**src/crsi_pkg.sv**
```systemverilog
// constants, register map and state record for the core reset state block
// assumes one 50 MHz clock and an axi4-lite master reaching the registers

package crsi_pkg;

   // ************************************************************
   // register byte offsets
   // ************************************************************
   localparam logic [7:0] OFF_DBG_ST   = 8'h00;
   localparam logic [7:0] OFF_SYNDROME = 8'h04;
   localparam logic [7:0] OFF_MCHK_ST  = 8'h08;
   localparam logic [7:0] OFF_MSTATE   = 8'h0c;
   localparam logic [7:0] OFF_VERSION  = 8'h10;
   localparam logic [7:0] OFF_PC     = 8'h14;
   localparam logic [7:0] OFF_IRQ_ST = 8'h18;
   localparam logic [7:0] OFF_IRQ_MK = 8'h1c;

   // ************************************************************
   // field layout
   // ************************************************************
   // debug flags sit in bits 14:0, in the order of the event input vector
   localparam int          DBG_FLAGS   = 15;
   localparam int          RTYPE_LSB      = 28;
   localparam int          SYNC_MCHK_BIT  = 27;
   localparam int          ASYNC_MCHK_BIT = 31;
   localparam int          OWNER_LSB   = 20;
   localparam logic [31:0] DBG_ST_W1C  = 32'h3000_7fff;
   localparam logic [31:0] MCHK_ST_W1C = 32'h8000_0000;
   // writable bits: enables, problem state, float, debug and address space controls
   localparam logic [31:0] MSTATE_WMASK = 32'h0006_ff30;
   localparam logic [31:0] PC_WMASK    = 32'hffff_fffc;

   // ************************************************************
   // reset values and encodings
   // ************************************************************
   localparam logic [31:0] PC_RESET    = 32'hffff_fffc;
   localparam logic [31:0] MSTATE_RESET = 32'h0000_0000;
   localparam logic [1:0]  RTYPE_NONE   = 2'h0;
   localparam logic [1:0]  RTYPE_CORE   = 2'h1;
   localparam logic [1:0]  RTYPE_CHIP   = 2'h2;
   localparam logic [1:0]  RTYPE_SYSTEM = 2'h3;
   localparam logic [1:0]  RESP_OKAY   = 2'h0;
   localparam logic [1:0]  RESP_SLVERR = 2'h2;

   // whole state of the block, registered once per clock
   typedef struct packed {
      logic [31:0] dbg_st;
      logic [31:0] syndrome;
      logic [31:0] mchk_st;
      logic [31:0] mstate;
      logic [31:0] pc;
      logic [1:0]  irq_st;
      logic [1:0]  irq_mk;
      logic        irq;
      logic        awready;
      logic        wready;
      logic        bvalid;
      logic [1:0]  bresp;
      logic        arready;
      logic        rvalid;
      logic [31:0] rdata;
      logic [1:0]  rresp;
   } crsi_state_s;

   // reset sources presented by system logic
   typedef struct packed {
      logic core;
      logic chip;
      logic system;
   } crsi_rst_src_s;

   localparam crsi_state_s ST_RESET = '{pc: PC_RESET, mstate: MSTATE_RESET, default: '0};

endpackage : crsi_pkg

```
**src/crsi_top.sv**
```systemverilog
// register bank holding the reset state of the core status and control registers
// assumes synchronous inputs, an axi4-lite master and one clock clk_sys
//
// Design decisions made here: the AXI4-Lite interface to the registers and the placing of the registers.
`timescale 1ns/1ps
`default_nettype none

module crsi_top #(
   parameter int OWNER_W = 12
) (
   input  wire logic                   clk_sys,
   input  wire logic                   srst,
   input  wire crsi_pkg::crsi_rst_src_s rst_src,
   input  wire logic [14:0]            dbg_evt,
   input  wire logic                   sync_mcheck,
   input  wire logic                   async_mcheck,
   input  wire logic [OWNER_W-1:0]     owner_field,
   input  wire logic [31-OWNER_W:0]    version_number_field,
   input  wire logic [7:0]             s_axi_awaddr,
   input  wire logic                   s_axi_awvalid,
   output logic                        s_axi_awready,
   input  wire logic [31:0]            s_axi_wdata,
   input  wire logic [3:0]             s_axi_wstrb,
   input  wire logic                   s_axi_wvalid,
   output logic                        s_axi_wready,
   output logic [1:0]                  s_axi_bresp,
   output logic                        s_axi_bvalid,
   input  wire logic                   s_axi_bready,
   input  wire logic [7:0]             s_axi_araddr,
   input  wire logic                   s_axi_arvalid,
   output logic                        s_axi_arready,
   output logic [31:0]                 s_axi_rdata,
   output logic [1:0]                  s_axi_rresp,
   output logic                        s_axi_rvalid,
   input  wire logic                   s_axi_rready,
   output logic [31:0]                 machine_state,
   output logic [31:0]                 program_counter,
   output logic                        irq
);

   // ************************************************************
   // state and decode
   // ************************************************************
   crsi_pkg::crsi_state_s st_q;
   crsi_pkg::crsi_state_s st_d;
   logic                  any_rst;
   logic [1:0]            rst_kind;
   logic                  wr_go;
   logic                  rd_go;
   logic [31:0]           wmask;
   logic [31:0]           wbits;
   logic [31:0]           rd_val;
   logic                  rd_hit;
   logic                  wr_hit;

   // ************************************************************
   // reset sources
   // ************************************************************
   // any source holds the reset values for as long as it stands
   assign any_rst  = rst_src.core | rst_src.chip | rst_src.system;

   // reset kind, highest scope wins when several sources overlap
   // distinct reset sources
   always_comb
   begin
      if (rst_src.system)
      begin
         rst_kind = crsi_pkg::RTYPE_SYSTEM;
      end
      else if (rst_src.chip)
      begin
         rst_kind = crsi_pkg::RTYPE_CHIP;
      end
      else if (rst_src.core)
      begin
         rst_kind = crsi_pkg::RTYPE_CORE;
      end
      else
      begin
         rst_kind = crsi_pkg::RTYPE_NONE;
      end
   end

   // handshakes complete while ready is registered high and valid is held
   assign wr_go = st_q.awready & st_q.wready & s_axi_awvalid & s_axi_wvalid;
   assign rd_go = st_q.arready & s_axi_arvalid;
   assign wmask = {{8{s_axi_wstrb[3]}}, {8{s_axi_wstrb[2]}}, {8{s_axi_wstrb[1]}}, {8{s_axi_wstrb[0]}}};
   assign wbits = s_axi_wdata & wmask;

   // write address decode
   always_comb
   begin
      case (s_axi_awaddr)
         crsi_pkg::OFF_DBG_ST, crsi_pkg::OFF_SYNDROME, crsi_pkg::OFF_MCHK_ST, crsi_pkg::OFF_MSTATE,
         crsi_pkg::OFF_VERSION, crsi_pkg::OFF_PC, crsi_pkg::OFF_IRQ_ST, crsi_pkg::OFF_IRQ_MK:
            wr_hit = 1'b1;
         default:
            wr_hit = 1'b0;
      endcase
   end

   // read mux; version is read live from the core inputs, never stored
   always_comb
   begin
      rd_hit = 1'b1;
      case (s_axi_araddr)
         crsi_pkg::OFF_DBG_ST:   rd_val = st_q.dbg_st;
         crsi_pkg::OFF_SYNDROME: rd_val = st_q.syndrome;
         crsi_pkg::OFF_MCHK_ST:  rd_val = st_q.mchk_st;
         crsi_pkg::OFF_MSTATE:   rd_val = st_q.mstate;
         crsi_pkg::OFF_VERSION:  rd_val = {owner_field, version_number_field};
         crsi_pkg::OFF_PC:     rd_val = st_q.pc;
         crsi_pkg::OFF_IRQ_ST: rd_val = {30'h0000_0000, st_q.irq_st};
         crsi_pkg::OFF_IRQ_MK: rd_val = {30'h0000_0000, st_q.irq_mk};
         default:
         begin
            rd_val = 32'h0000_0000;
            rd_hit = 1'b0;
         end
      endcase
   end

   // ************************************************************
   // next state
   // ************************************************************
   always_comb
   begin
      st_d = st_q;

      // write channel: both address and data must be present before ready rises
      st_d.awready = 1'b0;
      st_d.wready  = 1'b0;
      if (!st_q.awready && !st_q.bvalid && s_axi_awvalid && s_axi_wvalid)
      begin
         st_d.awready = 1'b1;
         st_d.wready  = 1'b1;
      end
      if (st_q.bvalid && s_axi_bready)
      begin
         st_d.bvalid = 1'b0;
      end
      if (wr_go)
      begin
         st_d.bvalid = 1'b1;
         st_d.bresp  = wr_hit ? crsi_pkg::RESP_OKAY : crsi_pkg::RESP_SLVERR;
         case (s_axi_awaddr)
            // software clears the reset type by writing ones
            crsi_pkg::OFF_DBG_ST:   st_d.dbg_st = st_q.dbg_st & ~(wbits & crsi_pkg::DBG_ST_W1C);
            crsi_pkg::OFF_SYNDROME: st_d.syndrome = (st_q.syndrome & ~wmask) | wbits;
            crsi_pkg::OFF_MCHK_ST:  st_d.mchk_st = st_q.mchk_st & ~(wbits & crsi_pkg::MCHK_ST_W1C);
            crsi_pkg::OFF_MSTATE:
               st_d.mstate = (st_q.mstate & ~(wmask & crsi_pkg::MSTATE_WMASK)) | (wbits & crsi_pkg::MSTATE_WMASK);
            crsi_pkg::OFF_PC:
               st_d.pc = (st_q.pc & ~(wmask & crsi_pkg::PC_WMASK)) | (wbits & crsi_pkg::PC_WMASK);
            crsi_pkg::OFF_IRQ_ST: st_d.irq_st = st_q.irq_st & ~wbits[1:0];
            crsi_pkg::OFF_IRQ_MK: st_d.irq_mk = (st_q.irq_mk & ~wmask[1:0]) | wbits[1:0];
            default:              st_d.dbg_st = st_q.dbg_st;
         endcase
      end

      // events are applied after the write so a set beats a same-cycle clear
      st_d.dbg_st[crsi_pkg::DBG_FLAGS-1:0]        = st_d.dbg_st[crsi_pkg::DBG_FLAGS-1:0] | dbg_evt;
      st_d.syndrome[crsi_pkg::SYNC_MCHK_BIT]      = st_d.syndrome[crsi_pkg::SYNC_MCHK_BIT] | sync_mcheck;
      st_d.mchk_st[crsi_pkg::ASYNC_MCHK_BIT]      = st_d.mchk_st[crsi_pkg::ASYNC_MCHK_BIT] | async_mcheck;
      st_d.irq_st = st_d.irq_st | {sync_mcheck | async_mcheck, |dbg_evt};

      // a core, chip or system reset overrides software and events on the fields below for as long as it is held
      // hold reset values
      if (any_rst)
      begin
         st_d.dbg_st[crsi_pkg::DBG_FLAGS-1:0] = '0;
         st_d.dbg_st[crsi_pkg::RTYPE_LSB +: 2] = rst_kind;
         st_d.syndrome[crsi_pkg::SYNC_MCHK_BIT] = 1'b0;
         st_d.mchk_st[crsi_pkg::ASYNC_MCHK_BIT] = 1'b0;
         st_d.mstate = crsi_pkg::MSTATE_RESET;
         st_d.pc = crsi_pkg::PC_RESET;
      end
      st_d.irq = |(st_d.irq_st & st_d.irq_mk);

      // read channel: one read in flight, data registered with the answer
      st_d.arready = 1'b0;
      if (!st_q.arready && !st_q.rvalid && s_axi_arvalid)
      begin
         st_d.arready = 1'b1;
      end
      if (st_q.rvalid && s_axi_rready)
      begin
         st_d.rvalid = 1'b0;
      end
      if (rd_go)
      begin
         st_d.rvalid = 1'b1;
         st_d.rdata  = rd_val;
         st_d.rresp  = rd_hit ? crsi_pkg::RESP_OKAY : crsi_pkg::RESP_SLVERR;
      end
   end

   // state register; srst is the power-on clear and leaves the type at 00
   always_ff @(posedge clk_sys)
   begin
      if (srst)
      begin
         st_q <= crsi_pkg::ST_RESET;
      end
      else
      begin
         st_q <= st_d;
      end
   end

   // ************************************************************
   // outputs, all straight from the state register
   // ************************************************************
   assign s_axi_awready   = st_q.awready;
   assign s_axi_wready    = st_q.wready;
   assign s_axi_bvalid    = st_q.bvalid;
   assign s_axi_bresp     = st_q.bresp;
   assign s_axi_arready   = st_q.arready;
   assign s_axi_rvalid    = st_q.rvalid;
   assign s_axi_rdata     = st_q.rdata;
   assign s_axi_rresp     = st_q.rresp;
   assign machine_state   = st_q.mstate;
   assign program_counter = st_q.pc;
   assign irq             = st_q.irq;
endmodule // crsi_top

`default_nettype wire

```
**config.mk**
```make
export PLATFORM = sky130hd
export DESIGN_NAME = crsi_top
export DESIGN_NICKNAME = d
export VERILOG_FILES = /design/src/crsi_pkg.sv /design/src/crsi_top.sv
export SDC_FILE = /design/constraint.sdc
export NUM_CORES = 1
export LEC_CHECK = 0
export BUFFER_PORTS_ARGS = -buffer_cell sky130_fd_sc_hd__buf_2
export CELL_PAD_IN_SITES_DETAIL_PLACEMENT = 1
export CELL_PAD_IN_SITES_GLOBAL_PLACEMENT = 1
export CORE_MARGIN = 2
export CORE_UTILIZATION = 40
export CTS_CLUSTER_SIZE = 40
export DETAILED_ROUTE_END_ITERATION = 7
export PLACE_DENSITY = 0.92
export SLEW_MARGIN = 40
export SYNTH_ARGS = -nofsm -noshare
export SYNTH_HDL_FRONTEND = slang
export SYNTH_SLANG_ARGS = --single-unit
```
**constraint.sdc**
```tcl
create_clock -name clk_sys -period 2.8 [get_ports clk_sys]
set_input_delay 0.56 -clock clk_sys [delete_from_list [all_inputs] [get_ports clk_sys]]
set_output_delay 0.56 -clock clk_sys [all_outputs]
set_load 0.005 [all_outputs]
```
==> impl_metrics.env, run 1 <==
export IMPL_tightestPinTransition_ns=0.832
export IMPL_initial_core_util_pct=40.7
export IMPL_rsz0062_at_grt="false"
export IMPL_setup_tns_ns=0
export IMPL_drt_total_wl_um=22100
export IMPL_synth_edff_count=0
export IMPL_p_leak_nw=3.32
export IMPL_maxCapViolCount=0
export IMPL_coreArea_um2=16500
export IMPL_critPathRequiredTime_ns=3.09
export IMPL_fp_row_count=47
export IMPL_fin_cells=1126
export IMPL_clkPwrFrac_pct=50.2
export IMPL_via_count=6078
export IMPL_yosysSeqAreaShare_pct=40.3
export IMPL_clkTransAtPathRegs_ns=0.06
export IMPL_syn_inst=789
export IMPL_dp_slack_ns=0.344
export IMPL_combPwrFrac_pct=7.4
export IMPL_finalMaxSlewViolations=0
export IMPL_max_slew_margin_pct=44.6
export IMPL_cts_tree="built"
export IMPL_setup_violations_final=0
export IMPL_total_power_mw=4.57
export IMPL_portBuffers=192
export IMPL_wl_met2_um=10800
export IMPL_avgSynthCellArea_um2=8.50
export IMPL_synthSimpleGateAreaFrac_pct=17.3
export IMPL_internal_power_mw=3.53
export IMPL_die_h_um=133
export IMPL_critPathMaxFanout=16
export IMPL_top_layer="met5"
export IMPL_seq_power_share_pct=42.5
export IMPL_antenna_found_initial=2
export IMPL_p_sw_mw=1.05
export IMPL_path_class="register to register"
export IMPL_die_w_um=133
export IMPL_grt_pass1_wl_um=33800
export IMPL_ios=217
export IMPL_muxShareOfSynthArea_pct=10.6
export IMPL_hold_buffers=0
export IMPL_numCtsBuffers=17
export IMPL_dp_hpwl_um=15900
export IMPL_worstSkewPairLatency_ns=0.43
export IMPL_r2r_slack_ns=0.67
export IMPL_wl_met3_um=1430
export IMPL_clock_sinks=135
export IMPL_clockBufferDepth=2
export IMPL_hold_viol_final=0
export IMPL_p_per_area_nw_per_um2=585
export IMPL_synthXorXnorAreaFrac_pct=0
export IMPL_grt_pass1_vias=6247
export IMPL_synth_warnings=0
export IMPL_post_drt_wl_per_cell_um=19.6
export IMPL_synthFlopType="dfxtp_1"
export IMPL_drt_met1_wl_um=9140
export IMPL_area_growth_pct=16.5
export IMPL_synth_top_family_by_area="simple AND/OR/NAND/NOR gates"
export IMPL_cts_htree_levels=4
export IMPL_synthesis_area_um2=6700
export IMPL_grtUsageTotal_pct=24.6
export IMPL_min_period_ns=2.13
export IMPL_fillers=2040
export IMPL_post_cts_resized=0
export IMPL_grt_overflow_total=0
export IMPL_fin_ws_ns=0.672
export IMPL_ir_worst_vdd_v=0.000569
export IMPL_grt_max_degree=43
export IMPL_final_common_cell="buf_2"
export IMPL_drive_gt1_share_pct=30.5
export IMPL_clock_skew_ns=0.0101
export IMPL_cp_end_kind="register"
export IMPL_ys_types=49
export IMPL_final_cell_mix="buf_2 (192), dfxtp_1 (135), nor2_1 (72), nand2_1 (70), a21oi_1 (68)"
export IMPL_vias_per_cell=5.40
export IMPL_drtPass1Iterations=5
export IMPL_startpoint_type="register"
export IMPL_clockRootBuffer="clkbuf_16"
export IMPL_fmax_mhz=470
export IMPL_fin_hold_ws_ns=0.356
export IMPL_cts_setup_buffers=0
export IMPL_drt_iter0_markers=340
export IMPL_fin_nets=1004
export IMPL_swShare_pct=22.9
export IMPL_dpl_cell_count=1094
export IMPL_synth_fa_ha_area_share_pct=0
export IMPL_synth_compound_area_share_pct=16.2
export IMPL_ant_nets=0
export IMPL_post_route_period_util_pct=76.0
export IMPL_drc_errors=0
export IMPL_die_area_um2=17800
export IMPL_hold_class="input pin to register"
export IMPL_ys_seq_elements=135
export IMPL_status="completed"
export IMPL_place_congestion=0.831
export IMPL_arrival_ns=2.42
export IMPL_synth_async_reset_ratio_pct=0
-- worst paths after layout --
kind | end | cells past startpoint | start
setup / recovery | register | 5 | s_axi_awready
hold / removal | st_q[181] | 2 | s_axi_wdata[7]
setup reg to reg | register | 5 | s_axi_awready
hold reg to reg | s_axi_arready | 1 | s_axi_rvalid
-- critical path, cell delays in order, from the launching register on --
cell     delay [ns]
dfxtp_1        0.37
nand3_1        0.22
nor3b_4        0.44
nand4_2        0.50
nor3_1         0.36
a21oi_1        0.09
-- synthesized netlist by cell type, types with 2 or more instances --
master     count  area [µm²]
buf_4        102         766
nand4b_1       2        17.5
nor3_2         3        30.0
nand2_1       71         267
o22ai_1        2        12.5
buf_2         17        85.1
a31oi_1       15        93.8
mux2_2        14         158
mux2i_1       42         420
nand3_1        5        25.0
nand4_2        4        50.1
a22oi_1       21         158
nor3_1        29         145
dfxtp_1      135        2700
clkbuf_1      27         101
a22o_1         2        17.5
inv_1         21        78.8
nor4_1         8        50.1
nand2b_1       4        25.0
a21oi_1       68         340
nand4_1        6        37.5
mux4_2         6         135
and3_1         7        43.8
o2bb2ai_1     10        87.6
or3_1          4        25.0
o21ai_0       67         335
nor2b_1        3        18.8
nor2_1        73         274
-- kinds of logic (layout without fill, tap and decap cells) --
kind of cell | Yosys count | count (layout)
flops | 135 | 135
other cells | 1 | 25
buf+inv | 169 | 262
mux | 62 | 62
simple gates | 232 | 232
compound gates | 190 | 190
-- power by group through the flow --
stage | clock network (mW) | logic (mW) | registers [mW]
after floorplan | 0 | 0.187 | 1.98
after global placement | 0 | 0.318 | 1.98
after detailed placement | 0 | 0.329 | 1.98
after CTS | 2.32 | 0.334 | 1.94
after global routing | 2.40 | 0.365 | 1.94
final | 2.29 | 0.337 | 1.94
-- layout make-up --
cell class	instances	area [µm²]	area share, %
inverter	21	78.8	1.01
antenna	1	2.50	0.0320
sequential	135	2700	34.6
tap	220	275	3.52
clock buffer	22	474	6.07
clock inverter	9	124	1.59
timing repair buffer	210	1100	14.0
multi-input combinational	508	3060	39.1
-- stage by stage --
step | area, µm² | util (%)
after floorplan | 6790 | -
after global placement | 7210 | 43.8
after detailed placement | 7210 | 43.8
after global routing | 7810 | 47.4
final | 7810 | 47.4
after CTS | 7810 | 47.4
-- per-layer routing --
layer	track usage, %	up-vias
li1	-	2840
met1	30.1	2956
met2	41.6	233
met3	5.63	47
met4	10.7	2
met5	0	-
Power figures use the tool's default switching activity.
==> run 2: changes to the inputs <==
--- a/config.mk
+++ b/config.mk
@@ -9,10 +9,10 @@
 export CELL_PAD_IN_SITES_DETAIL_PLACEMENT = 1
 export CELL_PAD_IN_SITES_GLOBAL_PLACEMENT = 1
 export CORE_MARGIN = 2
-export CORE_UTILIZATION = 40
+export CORE_UTILIZATION = 37
 export CTS_CLUSTER_SIZE = 40
 export DETAILED_ROUTE_END_ITERATION = 7
-export PLACE_DENSITY = 0.92
+export PLACE_DENSITY = 0.86
 export SLEW_MARGIN = 40
 export SYNTH_ARGS = -nofsm -noshare
 export SYNTH_HDL_FRONTEND = slang
==> constraint.sdc (replaced) <==
create_clock -name clk_sys -period 2 [get_ports clk_sys]
set_input_delay 0.4 -clock clk_sys [delete_from_list [all_inputs] [get_ports clk_sys]]
set_output_delay 0.4 -clock clk_sys [all_outputs]
set_load 0.005 [all_outputs]
==> run 2 against run 1 <==
Net effect: clock skew up 0.00071 ns; hold slack got worse by 0.15 ns; routed wire length grew 2.0%.
==> impl_metrics.env, run 2 (same netlist as run 1, synthesis figures left out) <==
export IMPL_cp_top_family="simple AND/OR/NAND/NOR gates"
export IMPL_cts_setup_buffers=0
export IMPL_clockBufferDepth=2
export IMPL_numCtsBuffers=17
export IMPL_ir_worst_vdd_v=0.000563
export IMPL_fillers=2142
export IMPL_place_area_um2=7470
export IMPL_arrival_ns=2.15
export IMPL_antenna_found_initial=3
export IMPL_path_class="register to register"
export IMPL_grtUsageTotal_pct=23.3
export IMPL_dp_slack_ns=0.00991
export IMPL_post_cts_resized=0
export IMPL_post_drt_wl_per_cell_um=19.4
export IMPL_hold_end="st_q[181]"
export IMPL_p_per_area_nw_per_um2=815
export IMPL_critPathRequiredTime_ns=2.30
export IMPL_fin_hold_ws_ns=0.207
export IMPL_fin_cells=1159
export IMPL_vias_per_cell=5.36
export IMPL_grt_pass1_vias=6503
export IMPL_r2r_start="s_axi_awready"
export IMPL_grt_pass1_wl_um=35300
export IMPL_die_h_um=139
export IMPL_setup_tns_ns=0
export IMPL_min_from="s_axi_wdata[7]"
export IMPL_r2r_slack_ns=0.15
export IMPL_portBuffers=192
export IMPL_setup_violations_final=0
export IMPL_coreArea_um2=17800
export IMPL_drtPass1Iterations=4
export IMPL_hold_depth=2
export IMPL_min_period_ns=1.85
export IMPL_ios=217
export IMPL_post_route_period_util_pct=92.4
export IMPL_die_area_um2=19200
export IMPL_drive_gt1_share_pct=32.3
export IMPL_worstRegToRegCells=5
export IMPL_grt_max_degree=39
export IMPL_multi_input_area_um2=3060
export IMPL_ant_nets=0
export IMPL_die_w_um=139
export IMPL_finalMaxSlewViolations=0
export IMPL_stdcell_area_um2=8120
export IMPL_hold_buffers=0
export IMPL_regArea_um2=2700
export IMPL_worstSkewPairLatency_ns=0.42
export IMPL_startpoint_type="register"
export IMPL_area_growth_pct=21.2
export IMPL_drt_iter0_markers=239
export IMPL_via_count=6213
export IMPL_fin_ws_ns=0.152
export IMPL_rsz0062_at_grt="false"
export IMPL_cp_end_kind="register"
export IMPL_dpl_cell_count=1125
export IMPL_clock_skew_ns=0.0108
export IMPL_grt_overflow_total=0
export IMPL_status="completed"
export IMPL_post_route_util_pct=45.5
export IMPL_drt_total_wl_um=22500
export IMPL_max_stage_delay_ns=0.43
export IMPL_hold_class="input pin to register"
export IMPL_initial_core_util_pct=37.6
export IMPL_cts_tree="built"
export IMPL_p_leak_nw=3.47
export IMPL_total_power_mw=6.62
export IMPL_final_common_cell="buf_2"
export IMPL_maxCapViolCount=0
export IMPL_clock_sinks=135
export IMPL_clockRootBuffer="clkbuf_16"
export IMPL_drc_errors=0
export IMPL_worstPathCellList="and3_1, nand3_1, or3_1, a31o_2, o2bb2ai_1"
export IMPL_critPathMaxFanout=6
export IMPL_crit_start="s_axi_awready"
export IMPL_hold_viol_final=0
export IMPL_dp_hpwl_um=16100
export IMPL_reg2reg_to="irq"
export IMPL_clkTransAtPathRegs_ns=0.06
export IMPL_fp_row_count=49
export IMPL_place_congestion=0.818
export IMPL_cts_htree_levels=4
export IMPL_cp_num_buf_inv=0
export IMPL_slowest_stage="or3_1"
export IMPL_fin_nets=1026
export IMPL_fmax_mhz=541
export IMPL_final_cell_mix="buf_2 (192), dfxtp_1 (135), nor2_1 (72), nand2_1 (70), a21oi_1 (68)"
run 2: cell count changes in the layout (fill, tap and decap cells not counted), sizes merged:
cell      previous run  this run
clkinvlp             0         2
clkbuf              22        21
clkinv               6         5
diode                1         2
buf                210       232
bufinv               3         4
run 2: routing by layer:
layer | part of all wire [%] | wire [µm] | GRT usage (%)
met2 | 49 | 10900 | 39.3
met3 | 5.7 | 1290 | 4.87
met4 | 3.3 | 754 | 10.5
met5 | 0.031 | 7 | 0
met1 | 42 | 9550 | 28.7
run 2: final cells by class:
cell class                      instances  area share [%]
Tap cell                              229            3.53
Timing Repair Buffer                  232            16.6
Multi-Input combinational cell        508            37.7
Clock buffer                           21            5.79
Antenna cell                            2          0.0616
Clock inverter                         11            2.11
Sequential cell                       135            33.3
Inverter                               21           0.971
run 2: worst max-delay path by stage:
stage	endpoint	slack (ns)	cells past startpoint
after CTS	irq	0.16	5
after global placement	st_q[45]	0.06	6
final	irq	0.15	5
after floorplan	register	0.29	6
after detailed placement	register	0.01	7
after global routing	irq	0.03	5
run 2: power breakdown:
group | internal [mW] | leakage [nW] | total [mW] | switching [mW]
Combinational | 0.204 | 2.07 | 0.493 | 0.289
Sequential | 2.71 | 1.09 | 2.72 | 0.0105
Clock | 2.19 | 0.309 | 3.41 | 1.22
Total | 5.10 | 3.47 | 6.62 | 1.52
run 2: worst register-to-register path, cell delays in order (launching register included):
cell       delay [ns]
dfxtp_1          0.39
and3_1           0.36
nand3_1          0.17
or3_1            0.43
a31o_2           0.27
o2bb2ai_1        0.11
==> run 3: changes to the inputs <==
--- a/config.mk
+++ b/config.mk
@@ -8,11 +8,12 @@
 export BUFFER_PORTS_ARGS = -buffer_cell sky130_fd_sc_hd__buf_2
 export CELL_PAD_IN_SITES_DETAIL_PLACEMENT = 1
 export CELL_PAD_IN_SITES_GLOBAL_PLACEMENT = 1
-export CORE_MARGIN = 2
-export CORE_UTILIZATION = 37
+export CORE_MARGIN = 4
+export CORE_UTILIZATION = 38
+export CTS_BUF_LIST = sky130_fd_sc_hd__clkbuf_8
 export CTS_CLUSTER_SIZE = 40
 export DETAILED_ROUTE_END_ITERATION = 7
-export PLACE_DENSITY = 0.86
+export PLACE_DENSITY = 0.88
 export SLEW_MARGIN = 40
 export SYNTH_ARGS = -nofsm -noshare
 export SYNTH_HDL_FRONTEND = slang
==> run 3 against run 2 <==
Net effect: via count fell by 2.7%; final area fell by 3.0%; total power fell by 16%; global-route usage fell by 1.8 points; sequential share of layout area rose by 1.0 points; register-to-register slack improved by 0.06 ns.
==> impl_metrics.env, run 3 (same netlist as run 1, synthesis figures left out) <==
export IMPL_status="completed"
export IMPL_p_per_area_nw_per_um2=707
export IMPL_area_growth_pct=17.5
export IMPL_clockBufferDepth=2
export IMPL_dpl_cell_count=1120
export IMPL_portBuffers=192
export IMPL_place_congestion=0.815
export IMPL_grt_overflow_total=0
export IMPL_post_drt_wl_per_cell_um=18.9
export IMPL_drt_total_wl_um=21800
export IMPL_worstSkewPairLatency_ns=0.45
export IMPL_critPathMaxFanout=16
export IMPL_hold_buffers=0
export IMPL_numCtsBuffers=17
export IMPL_clock_sinks=135
export IMPL_fin_cells=1153
export IMPL_vias_per_cell=5.24
export IMPL_die_w_um=141
export IMPL_ant_nets=0
export IMPL_critPathRequiredTime_ns=2.33
export IMPL_grt_pass1_vias=6319
export IMPL_fin_nets=1025
export IMPL_drc_errors=0
export IMPL_worstRegToRegCells=7
export IMPL_r2r_slack_ns=0.22
export IMPL_cp_end_kind="register"
export IMPL_dp_hpwl_um=16300
export IMPL_drive_gt1_share_pct=32.4
export IMPL_clockRootBuffer="clkbuf_8"
export IMPL_ir_worst_vdd_v=0.000381
export IMPL_path_class="register to register"
export IMPL_crit_start="s_axi_awready"
export IMPL_die_area_um2=19800
export IMPL_setup_violations_final=0
export IMPL_startpoint_type="register"
export IMPL_drtPass1Iterations=4
export IMPL_cts_tree="built"
export IMPL_grt_max_degree=40
export IMPL_via_count=6045
export IMPL_cts_htree_levels=4
export IMPL_min_period_ns=1.78
export IMPL_post_route_util_pct=45.6
export IMPL_cts_setup_buffers=0
export IMPL_grt_pass1_wl_um=33700
export IMPL_fillers=2139
export IMPL_arrival_ns=2.11
export IMPL_coreArea_um2=17300
export IMPL_grtUsageTotal_pct=21.5
export IMPL_rsz0062_at_grt="false"
export IMPL_fmax_mhz=560
export IMPL_initial_core_util_pct=38.8
export IMPL_ios=217
export IMPL_p_leak_nw=3.36
export IMPL_clock_skew_ns=0.0103
export IMPL_post_route_period_util_pct=89.2
export IMPL_antenna_found_initial=2
export IMPL_maxCapViolCount=0
export IMPL_drt_iter0_markers=253
export IMPL_r2r_start="s_axi_awready"
export IMPL_hold_viol_final=0
export IMPL_die_h_um=141
export IMPL_hold_class="input pin to register"
export IMPL_finalMaxSlewViolations=0
export IMPL_clkTransAtPathRegs_ns=0.08
export IMPL_post_cts_resized=0
export IMPL_final_common_cell="buf_2"
export IMPL_fp_row_count=48
export IMPL_final_cell_mix="buf_2 (192), dfxtp_1 (135), nor2_1 (72), nand2_1 (70), a21oi_1 (68)"
[run 3: cell count changes in the layout (fill, tap and decap cells not counted), sizes merged]
cell and delta:
buf -1, bufinv -2, clkbuf -1, clkinv -3
clkinvlp +2, diode -1, inv +4
[run 3: critical path, cell delays in order, from the launching register on]
cell	delay, ns
dfxtp_1	0.39
nand3_1	0.18
nor3b_4	0.33
buf_4	0.18
nand4_2	0.12
buf_12	0.18
nor3_1	0.20
a21oi_1	0.08
[run 3: area by class of cell]
type	count	area, µm²	share of cell area, %
multi-input cells	508	3060	38.8
flip-flops and latches	135	2700	34.3
repair buffers	231	1340	17.0
well taps	225	282	3.57
clock buffers	20	275	3.49
clock inverters	12	139	1.76
inverters	21	78.8	1.00
diodes	1	2.50	0.0318
[run 3: worst min-delay path by stage]
stage	from	to	slack, ns	depth (start not counted)
finish	s_axi_awvalid	s_axi_awready	0.19	3
global route	s_axi_wdata[3]	st_q[177]	0.16	2
CTS	s_axi_wdata[7]	st_q[181]	0.16	2
detailed placement	s_axi_bvalid	s_axi_awready	0.44	1
global placement	s_axi_rdata[19]	s_axi_rdata[19]	0.43	2
floorplan	s_axi_rdata[10]	s_axi_rdata[10]	0.43	2
[run 3: through the flow]
step	setup WS, ns	power [mW]	setup TNS (ns)	instance area [µm²]	hold slack [ns]
6_report	0.216	5.57	0	7880	0.188
5_1_grt	0.0122	5.80	0	7880	0.163
3_3_place_gp	0.0832	3.24	0	7460	0.430
2_1_floorplan	0.289	3.03	0	6790	0.426
3_5_place_dp	-0.00585	3.26	-0.00585	7460	0.437
4_1_cts	0.176	5.62	0	7880	0.158
[run 3: layer usage]
layer	share of wire, %	GRT usage [%]
met1	44	26.8
met2	48	35.6
met3	4.8	4.75
met4	3.1	9.43
met5	0.051	0
[run 3: power breakdown]
group	internal [mW]	switching (mW)	leakage (nW)
registers	2.70	0.0105	1.09
logic	0.204	0.281	2.07
clock network	1.22	1.15	0.199
total	4.13	1.44	3.36
